[src/pkg/exec_regs.svh]
// constants for the rotate / sleep / subtract-with-borrow executer
`ifndef EXEC_REGS_SVH
`define EXEC_REGS_SVH
`define EXEC_OP_ROTATE 2'h1
`define EXEC_OP_SLEEP 2'h2
`define EXEC_OP_SUBB 2'h3
`define EXEC_ACCESS_BOUND 8'h5F
`define EXEC_ACCESS_SPLIT 8'h60
`define EXEC_ACC_RESET 8'h00
`define EXEC_WDT_RESET 8'h00
`define EXEC_PS_RESET 8'h00
`define EXEC_ST_N 4
`define EXEC_ST_OV 3
`define EXEC_ST_Z 2
`define EXEC_ST_DC 1
`define EXEC_ST_C 0
`endif

[src/pkg/exec_pkg.sv]
// types for the rotate / sleep / subtract-with-borrow executer
package exec_pkg;
    typedef enum logic [1:0] {
        PH_Q1 = 2'b00,
        PH_Q2 = 2'b01,
        PH_Q3 = 2'b10,
        PH_Q4 = 2'b11
    } phase_e;
    typedef enum logic [0:0] {
        RUN_ACTIVE = 1'b0,
        RUN_ASLEEP = 1'b1
    } run_e;
endpackage : exec_pkg

[src/verilog/exec_alu.sv]
// operand address mapping and arithmetic for one instruction
`include "exec_regs.svh"
module exec_alu (
    input wire logic [1:0] i_op,
    input wire logic [7:0] i_f_addr,
    input wire logic i_access_sel,
    input wire logic i_ext_en,
    input wire logic [3:0] i_bank_sel,
    input wire logic [11:0] i_fsr2,
    input wire logic [7:0] i_src,
    input wire logic [7:0] i_acc,
    input wire logic i_carry,
    output logic [11:0] o_addr,
    output logic [7:0] o_result,
    output logic [4:0] o_status_flags,
    output logic o_flags_valid
);
    logic [8:0] diff;
    logic [4:0] low_diff;
    always_comb begin
        if (!i_access_sel && i_ext_en && i_f_addr <= `EXEC_ACCESS_BOUND) begin
            o_addr = i_fsr2 + {4'h0, i_f_addr};
        end else if (!i_access_sel) begin
            // access bank: low part of bank 0 or top of bank F
            o_addr = (i_f_addr < `EXEC_ACCESS_SPLIT) ? {4'h0, i_f_addr} : {4'hF, i_f_addr};
        end else begin
            o_addr = {i_bank_sel, i_f_addr};
        end
        // borrow is the inverted carry, so add carry and the complement
        diff = {1'b0, i_acc} + {1'b0, ~i_src} + {8'h00, i_carry};
        low_diff = {1'b0, i_acc[3:0]} + {1'b0, ~i_src[3:0]} + {4'h0, i_carry};
        o_result = 8'h00;
        o_status_flags = 5'h00;
        o_flags_valid = 1'b0;
        unique case (i_op)
            `EXEC_OP_ROTATE: begin
                o_result = {i_src[0], i_src[7:1]};
                o_status_flags[`EXEC_ST_N] = i_src[0];
                o_status_flags[`EXEC_ST_Z] = (i_src == 8'h00);
            end
            `EXEC_OP_SUBB: begin
                o_result = diff[7:0];
                o_status_flags[`EXEC_ST_N] = diff[7];
                o_status_flags[`EXEC_ST_OV] = (i_acc[7] != i_src[7]) && (diff[7] != i_acc[7]);
                o_status_flags[`EXEC_ST_Z] = (diff[7:0] == 8'h00);
                o_status_flags[`EXEC_ST_DC] = low_diff[4];
                o_status_flags[`EXEC_ST_C] = diff[8];
                o_flags_valid = 1'b1;
            end
            default: begin
                o_result = 8'h00;
            end
        endcase
    end
endmodule : exec_alu

[src/verilog/exec_core.sv]
// executes rotate-right, enter-sleep and subtract-with-borrow over four phases
`include "exec_regs.svh"
module exec_core (
    input wire logic i_ref_clk,
    input wire logic i_rst_b,
    input wire logic i_instr_valid,
    input wire logic [1:0] i_op,
    input wire logic [7:0] i_f_addr,
    input wire logic i_dest_sel,
    input wire logic i_access_sel,
    input wire logic i_ext_en,
    input wire logic [3:0] i_bank_select_reg,
    input wire logic [11:0] i_fsr2,
    input wire logic [7:0] i_reg_rdata,
    input wire logic i_watchdog_wake,
    input wire logic i_other_wake,
    input wire logic i_watchdog_tick,
    output logic o_instr_ready,
    output logic o_busy,
    output logic [11:0] o_reg_addr,
    output logic o_reg_rd,
    output logic o_reg_wr,
    output logic [7:0] o_reg_wdata,
    output logic [7:0] o_acc,
    output logic [4:0] o_status,
    output logic o_power_down_flag,
    output logic o_expiry_flag,
    output logic [7:0] o_watchdog_counter,
    output logic [7:0] o_watchdog_postscaler,
    output logic o_osc_run,
    output logic o_asleep
);
    typedef struct packed {
        exec_pkg::phase_e phase;
        logic busy;
        logic [1:0] op;
        logic [7:0] f_addr;
        logic dest;
        logic access;
        logic [11:0] addr;
        logic [7:0] src;
        logic [7:0] result;
        logic [4:0] st_flags;
        logic flags_valid;
        logic rd;
        logic wr;
        logic [7:0] wdata;
        logic [7:0] acc;
        logic [4:0] status;
        logic power_down;
        logic expiry;
        logic [7:0] wdt;
        logic [7:0] wdt_ps;
        exec_pkg::run_e run;
        logic ready;
        logic osc_run;
        logic wake_s1;
        logic wake_s2;
        logic oth_s1;
        logic oth_s2;
    } state_s;

    state_s q, d;
    logic [11:0] alu_addr;
    logic [7:0] alu_result;
    logic [4:0] alu_flags;
    logic alu_flags_valid;

    exec_alu u_alu (
        .i_op(q.op),
        .i_f_addr(q.f_addr),
        .i_access_sel(q.access),
        .i_ext_en(i_ext_en),
        .i_bank_sel(i_bank_select_reg),
        .i_fsr2(i_fsr2),
        .i_src(q.src),
        .i_acc(q.acc),
        .i_carry(q.status[`EXEC_ST_C]),
        .o_addr(alu_addr),
        .o_result(alu_result),
        .o_status_flags(alu_flags),
        .o_flags_valid(alu_flags_valid)
    );

    always_comb begin
        d = q;
        d.rd = 1'b0;
        d.wr = 1'b0;
        // wake inputs come from outside, so two stages first
        d.wake_s1 = i_watchdog_wake;
        d.wake_s2 = q.wake_s1;
        d.oth_s1 = i_other_wake;
        d.oth_s2 = q.oth_s1;
        if (q.run == exec_pkg::RUN_ASLEEP) begin
            if (q.wake_s2) begin
                d.expiry = 1'b0;
                d.run = exec_pkg::RUN_ACTIVE;
            end else if (q.oth_s2) begin
                d.run = exec_pkg::RUN_ACTIVE;
            end
        end else begin
            if (i_watchdog_tick) begin
                d.wdt_ps = q.wdt_ps + 8'h01;
                if (q.wdt_ps == 8'hFF) begin
                    d.wdt = q.wdt + 8'h01;
                end
            end
            unique case (q.phase)
                exec_pkg::PH_Q1: begin
                    if (i_instr_valid) begin
                        d.busy = 1'b1;
                        d.op = i_op;
                        d.f_addr = i_f_addr;
                        d.dest = i_dest_sel;
                        d.access = i_access_sel;
                        d.phase = exec_pkg::PH_Q2;
                    end
                end
                exec_pkg::PH_Q2: begin
                    d.addr = alu_addr;
                    d.rd = (q.op != `EXEC_OP_SLEEP);
                    d.phase = exec_pkg::PH_Q3;
                end
                exec_pkg::PH_Q3: begin
                    // read data is taken in the same cycle that the registered read strobe is high
                    d.src = i_reg_rdata;
                    d.phase = exec_pkg::PH_Q4;
                end
                exec_pkg::PH_Q4: begin
                    d.busy = 1'b0;
                    d.phase = exec_pkg::PH_Q1;
                    unique case (q.op)
                        `EXEC_OP_SLEEP: begin
                            d.power_down = 1'b0;
                            d.expiry = 1'b1;
                            d.wdt = `EXEC_WDT_RESET;
                            d.wdt_ps = `EXEC_PS_RESET;
                            d.run = exec_pkg::RUN_ASLEEP;
                        end
                        `EXEC_OP_ROTATE, `EXEC_OP_SUBB: begin
                            if (q.dest) begin
                                d.wr = 1'b1;
                                d.wdata = alu_result;
                            end else begin
                                d.acc = alu_result;
                            end
                            d.status[`EXEC_ST_N] = alu_flags[`EXEC_ST_N];
                            d.status[`EXEC_ST_Z] = alu_flags[`EXEC_ST_Z];
                            if (alu_flags_valid) begin
                                d.status = alu_flags;
                            end
                        end
                        default: begin
                            d.busy = 1'b0;
                        end
                    endcase
                end
            endcase
        end
        // registered so the handshake and oscillator outputs leave a flop
        d.ready = (d.phase == exec_pkg::PH_Q1) && (d.run == exec_pkg::RUN_ACTIVE);
        d.osc_run = (d.run == exec_pkg::RUN_ACTIVE);
    end

    always_ff @(posedge i_ref_clk or negedge i_rst_b) begin
        if (!i_rst_b) begin
            q <= '0;
            q.power_down <= 1'b1;
            q.expiry <= 1'b1;
            q.acc <= `EXEC_ACC_RESET;
            q.run <= exec_pkg::RUN_ACTIVE;
            q.phase <= exec_pkg::PH_Q1;
            q.ready <= 1'b1;
            q.osc_run <= 1'b1;
        end else begin
            q <= d;
        end
    end

    assign o_instr_ready = q.ready;
    assign o_busy = q.busy;
    assign o_reg_addr = q.addr;
    assign o_reg_rd = q.rd;
    assign o_reg_wr = q.wr;
    assign o_reg_wdata = q.wdata;
    assign o_acc = q.acc;
    assign o_status = q.status;
    assign o_power_down_flag = q.power_down;
    assign o_expiry_flag = q.expiry;
    assign o_watchdog_counter = q.wdt;
    assign o_watchdog_postscaler = q.wdt_ps;
    assign o_osc_run = q.osc_run;
    assign o_asleep = q.run;
endmodule : exec_core

[config.mk]
export PLATFORM = sky130hd
export DESIGN_NAME = exec_core
export DESIGN_NICKNAME = d
export VERILOG_FILES = /design/src/pkg/exec_pkg.sv /design/src/verilog/exec_alu.sv /design/src/verilog/exec_core.sv
export VERILOG_INCLUDE_DIRS = /design/src /design/src/pkg
export SDC_FILE = /design/constraint.sdc
export NUM_CORES = 1
export LEC_CHECK = 0
export BUFFER_PORTS_ARGS = -buffer_cell sky130_fd_sc_hd__buf_2
export CORE_UTILIZATION = 39
export CTS_BUF_LIST = sky130_fd_sc_hd__clkbuf_4 sky130_fd_sc_hd__clkbuf_8
export CTS_CLUSTER_SIZE = 30
export DETAILED_ROUTE_END_ITERATION = 7
export PLACE_DENSITY = 0.68
export SKIP_CTS_REPAIR_TIMING = 1
export SLEW_MARGIN = 20
export SYNTH_ARGS = -nofsm -noshare
export SYNTH_HDL_FRONTEND = slang
export SYNTH_SLANG_ARGS = --single-unit
export TNS_END_PERCENT = 50
[constraint.sdc]
create_clock -name i_ref_clk -period 2.4 [get_ports i_ref_clk]
set_clock_uncertainty 0.2 [all_clocks]
set_input_delay 0.72 -clock i_ref_clk [delete_from_list [all_inputs] [get_ports i_ref_clk]]
set_output_delay 0.72 -clock i_ref_clk [all_outputs]
set_load 0.05 [all_outputs]
# [Yosys cells after proc, flatten, opt, wreduce, memory -nomap -nowiden]
# Index checks and enable logic that the tools add are counted.
[word_totals] ram_bits=0 register_bits=83 word_cells=105 n_memories=0 latch_bits=0 rom_bits=0
[classes] n_div=0 reduce_logical=23 addsub=7 n_mux=31 n_eq_ne=12 shifts=0 n_bitwise=5 multipliers=0 n_lt_le_gt_ge=2
[ops] cell="12-bit two-way mux" count=5
[ops] cell="41-bit two-way mux" count=1
[ops] cell="35-bit two-way mux" count=1
[ops] cell="24-bit two-way mux" count=1
[ops] cell="8-bit two-way mux" count=3
[ops] cell="22-bit two-way mux" count=1
[ops] cell="19-bit two-way mux" count=1
[ops] cell="8-bit by 1-bit adder with 8-bit output, second input constant" count=2
[ops] cell="8-bit zero test" count=2
[ops] cell="16-bit two-way mux" count=1
[ops] cell="8-bit case mux with 2 select lines" count=1
[ops] cell="15-bit two-way mux" count=1
[ops] cell="3-bit AND reduction" count=5
[ops] cell="12-bit by 8-bit adder with 12-bit output" count=1
[ops] cell="4-bit AND reduction" count=3
[ops] cell="8-bit by 8-bit adder with 9-bit output" count=1
[ops] cell="9-bit by 1-bit adder with 9-bit output" count=1
[ops] cell="9-bit two-way mux" count=1
[ops] cell="2-bit equality test, second input constant" count=4
[ops] cell="8-bit equality test, second input constant" count=1
[ops] cell="8-bit by 7-bit less-or-equal comparator with 1-bit output, second input constant" count=1
[ops] cell="8-bit by 7-bit less-than comparator with 1-bit output, second input constant" count=1
[ops] cell="1-bit two-way mux" count=8
[ops] cell="8-bit inverter" count=1
[ops] cell="17 further kinds" count=32

# [Depth between registers and ports, before layout]
[depth] ltp_word=12 ltp_mapped=10 mapped_depth_nobuf=10

# [By module]
# A second synthesis with hierarchy kept.
[hier_totals] cells_unflattened=453 area_unflattened_um2=4874.7
[by_module_without_submodules] mod="exec_core" n_inst=1 area_each_um2=3676.0 seq_area_each_um2=2082.0 cells_per_inst=285
[by_module_without_submodules] mod="exec_alu" n_inst=1 area_each_um2=1198.6 seq_area_each_um2=0.0 cells_per_inst=168

# [Least setup slack after synthesis]
# No wires, ideal clock.
[synth_timing] kind="input -> register" from="input i_fsr2[0]" to="register q (netlist bit o_reg_addr[10])" n_path_buf=0 setup_time_ns=0.124 t_arrival_ns=2.242 slack_ns=-0.166 cell_stages=9 cell_sequence="ha_1 inv_1 fa_1 nand2b_1 a211oi_1 nor2_1 o311a_1 o21ai_0 a21oi_1"
[synth_between] elab_chain_len=2
[synth_lines] element="from (decl)" line="exec_core.sv:13" rtl="input wire logic [11:0] i_fsr2,"
[synth_lines] element="12-bit by 8-bit adder with 12-bit output" line="exec_alu.sv:22" rtl="o_addr = i_fsr2 + {4'h0, i_f_addr};"
[synth_lines] element="12-bit two-way mux" line="exec_alu.sv:21" rtl="if (!i_access_sel && i_ext_en && i_f_addr <= `EXEC_ACCESS_BOUND) begin"
[synth_lines] element="to (decl)" line="exec_core.sv:63" rtl="state_s q, d;"
# No other way between the ends.
# A chain may end at the register's enable or synchronous reset.

# [Worst setup path in the final report]
[layout_timing] from="register q (netlist bit o_acc[0])" to="register q (netlist bit o_acc[7])"
[layout_between] elab_chain_len=3
[layout_lines] element="8-bit by 8-bit adder with 9-bit output" line="exec_alu.sv:30" rtl="diff = {1'b0, i_acc} + {1'b0, ~i_src} + {8'h00, i_carry};"
[layout_lines] element="9-bit by 1-bit adder with 9-bit output" line="exec_alu.sv:30"
[layout_lines] element="8-bit case mux with 2 select lines" line="exec_alu.sv:35" rtl="unique case (i_op)"
# No other way between the ends.

==> reports/results.ini <==
[status]
status = finished with violations
violations = DRC

[drt]
first_iter_violations = 227
first_pass_iters = 6
num_vias = 3612
via_per_inst = 5.131
wl_per_cell_um = 15.47
wirelength_mm = 10.89
antenna_left = 0
drc = 22

[synthesis]
yosys_warnings = 0
synth_top_area_frac = 0.4242
synth-edff-count = 0
synth_commonest_cells = 79 x dfrtp_1, 58 x nand2_1, 49 x buf_4
syn-cell-area_um2 = 4661
yosysTopAreaCell = dfrtp_1
syn_area_per_cell_um2 = 9.650
yosysUniqueCellTypes = 52
ys_ff_latch = 83
synth_most_common_cell = dfrtp_1
synthArstFlopShare = 1.000
synthCells = 483
ys.flop_type = dfrtp_1
synth_area_leaders = dfrtp_1 42%, buf_4 7.9%, ha_1 5.6%
seq_area_frac_synth = 0.4467
synth_nets = 550

[placed_design]
gp_congestion = 0.8843
dp_hpwl_mm = 8.073
pre_cts_ws_ns = -0.3040
io_buffers = 99
place_area_um2 = 5126

[pwr]
leakage_nw = 2.713
power_mw = 8.446
powerDensity_nw_per_um2 = 1554
vdd_ir_drop_max_mv = 0.8727

[worst_setup_path]
slowest_stage = fa_2
crit_path_max_incr_delay_ns = 0.38
reg2reg_depth = 8
r2r-start = o_acc[0]
crit_type = flop to flop
crit_path_start_kind = flop
path_cells = inv_2 > fa_2 > nand2b_1 > a211oi_1 > o41a_2 > xnor2_2 > a21o_1 > o21ai_0
endpoint_kind = flop
worst-r2r-setup-slack_ns = 0.02
required_ns = 2.42
critPathArrivalTime_ns = 2.40
r2r-end = o_acc[7]
crit_fanout = 3

[floorplan]
die_h_um = 111.3
fp.dieW_um = 111.3
core_um2 = 11520
io_pins = 100
die_area_um2 = 12390
num_rows = 39
initial_utilization = 0.4047

[clock_tree]
clockRootBuffer = clkbuf_8
cts_buffers = 9
clockBufferDepth = 2
cts_tree = yes
cts_sinks = 83
path_clk_slew_ns = 0.09
insertion_delay_ns = 0.37
htreeDepth = 3

[timing]
setup_viol = 0
timing.hold.ws_ns = 0.07902
clock.fmax_mhz = 419.8
finalHoldViolCount = 0
max_slew_margin = 0.5922
worst-slew-pin-transition_ns = 0.6118
final_max_slew_viol_count = 0
layout_setup_ws_ns = 0.01792
period_share = 0.9925
rsz0062_at_grt = true
period_needed_ns = 2.382

[final_layout]
drive_above_1_share = 0.3351
fin_area_um2 = 5436
nNetsFinal = 623
areaGrowthSynthToFinish_pct = 16.64
fillers = 1084
diodes = 0

[min_path]
hold_path.class = input port to async pin

[global_route]
antenna_found_initial = 0
grt-ovfl-total = 0
grt_max_degree = 31
grt_pass1_vias = 3621
grtUsageTotal = 0.1845
grt_first_pass_wirelength_mm = 17.71

[flow_run]
maxCapViolCount = 0

[placed cells by master, fill, tap and decap left out, types with 11 or more instances in the layout]
cell      netlist  final
o21ai_0        48     40
clkbuf_8        0     11
nor2_1         30     29
nand2_1        58     58
buf_2           3     98
mux2_2         16     16
ha_1           21     20
xor2_1         11     11
inv_1          24     21
dfrtp_1        79     78
a21oi_1        27     25
buf_4          49     25
[critical path: cells and delay by family, from the launching register on]
family | cells | cell delay (ns)
buffers and inverters | 1 | 0.05
AO/OA/AOI/OAI | 4 | 0.92
XOR/XNOR | 1 | 0.13
flip-flops | 1 | 0.37
adder cells (fa/ha/maj) | 1 | 0.38
AND/OR/NAND/NOR | 1 | 0.19
[area by class of cell]
class	instances	area [um2]	share of cell area
Sequential cell	83	2083	0.3832
Inverter	24	90.09	0.01657
Clock buffer	12	158.9	0.02923
Timing Repair Buffer	125	718.2	0.1321
Multi-Input combinational cell	313	2135	0.3926
Tap cell	143	178.9	0.03291
Clock inverter	4	72.57	0.01335
[per-stage QoR]
stage	TNS [ns]	utilization	instances
after floorplan	-0.03420	-	483
after global placement	-1.127	0.4451	687
after detailed placement	-1.799	0.4451	687
after CTS	-0.7232	0.4652	703
after global routing	-0.7341	0.4721	704
final	0	0.4721	704
[where the power goes]
group	switching (mW)	internal, mW
Combinational	3.09	1.82
Clock	0.524	0.653
Sequential	0.428	1.93
[registers in the layout (all words and copies together), names as in the netlist, 2 cells and up]
signal / cells
o_status: 5
q: 24
d: 2
o_watchdog_postscaler: 8
o_acc: 8
o_watchdog_counter: 8
o_reg_addr: 12
o_reg_wdata: 8
[logic make-up after synthesis]
kind of cell,Yosys count,share of synthesized area
and+or+nand+nor,136,0.1393
AOI/OAI and AO/OA,110,0.1401
buffers and inverters,87,0.1136
DFF,83,0.4467
adders and majority gates,24,0.06926
muxes,22,0.05154
xor gates and xnor gates,21,0.03946
[metal layers]
metal	part of all wire	vias up	global-route usage
met5	0	-	0
met4	0.018	0	0.08559
met3	0.045	16	0.04101
met2	0.51	90	0.3075
met1	0.43	1757	0.2281
li1	-	1749	-
[how the worst max path moves through the flow]
stage                           start             end  slack (ns)  depth (start not counted)
after floorplan             i_fsr2[0]  o_reg_addr[10]       -0.03                          9
after global placement      i_fsr2[0]  o_reg_addr[10]       -0.20                         10
after detailed placement    i_fsr2[0]   o_reg_addr[8]       -0.30                         10
after CTS                 o_status[0]     o_status[2]       -0.20                         10
after global routing         o_acc[0]     o_status[2]       -0.11                          9
final                        o_acc[0]        o_acc[7]        0.02                          8
(Power assumes the default switching activity.)
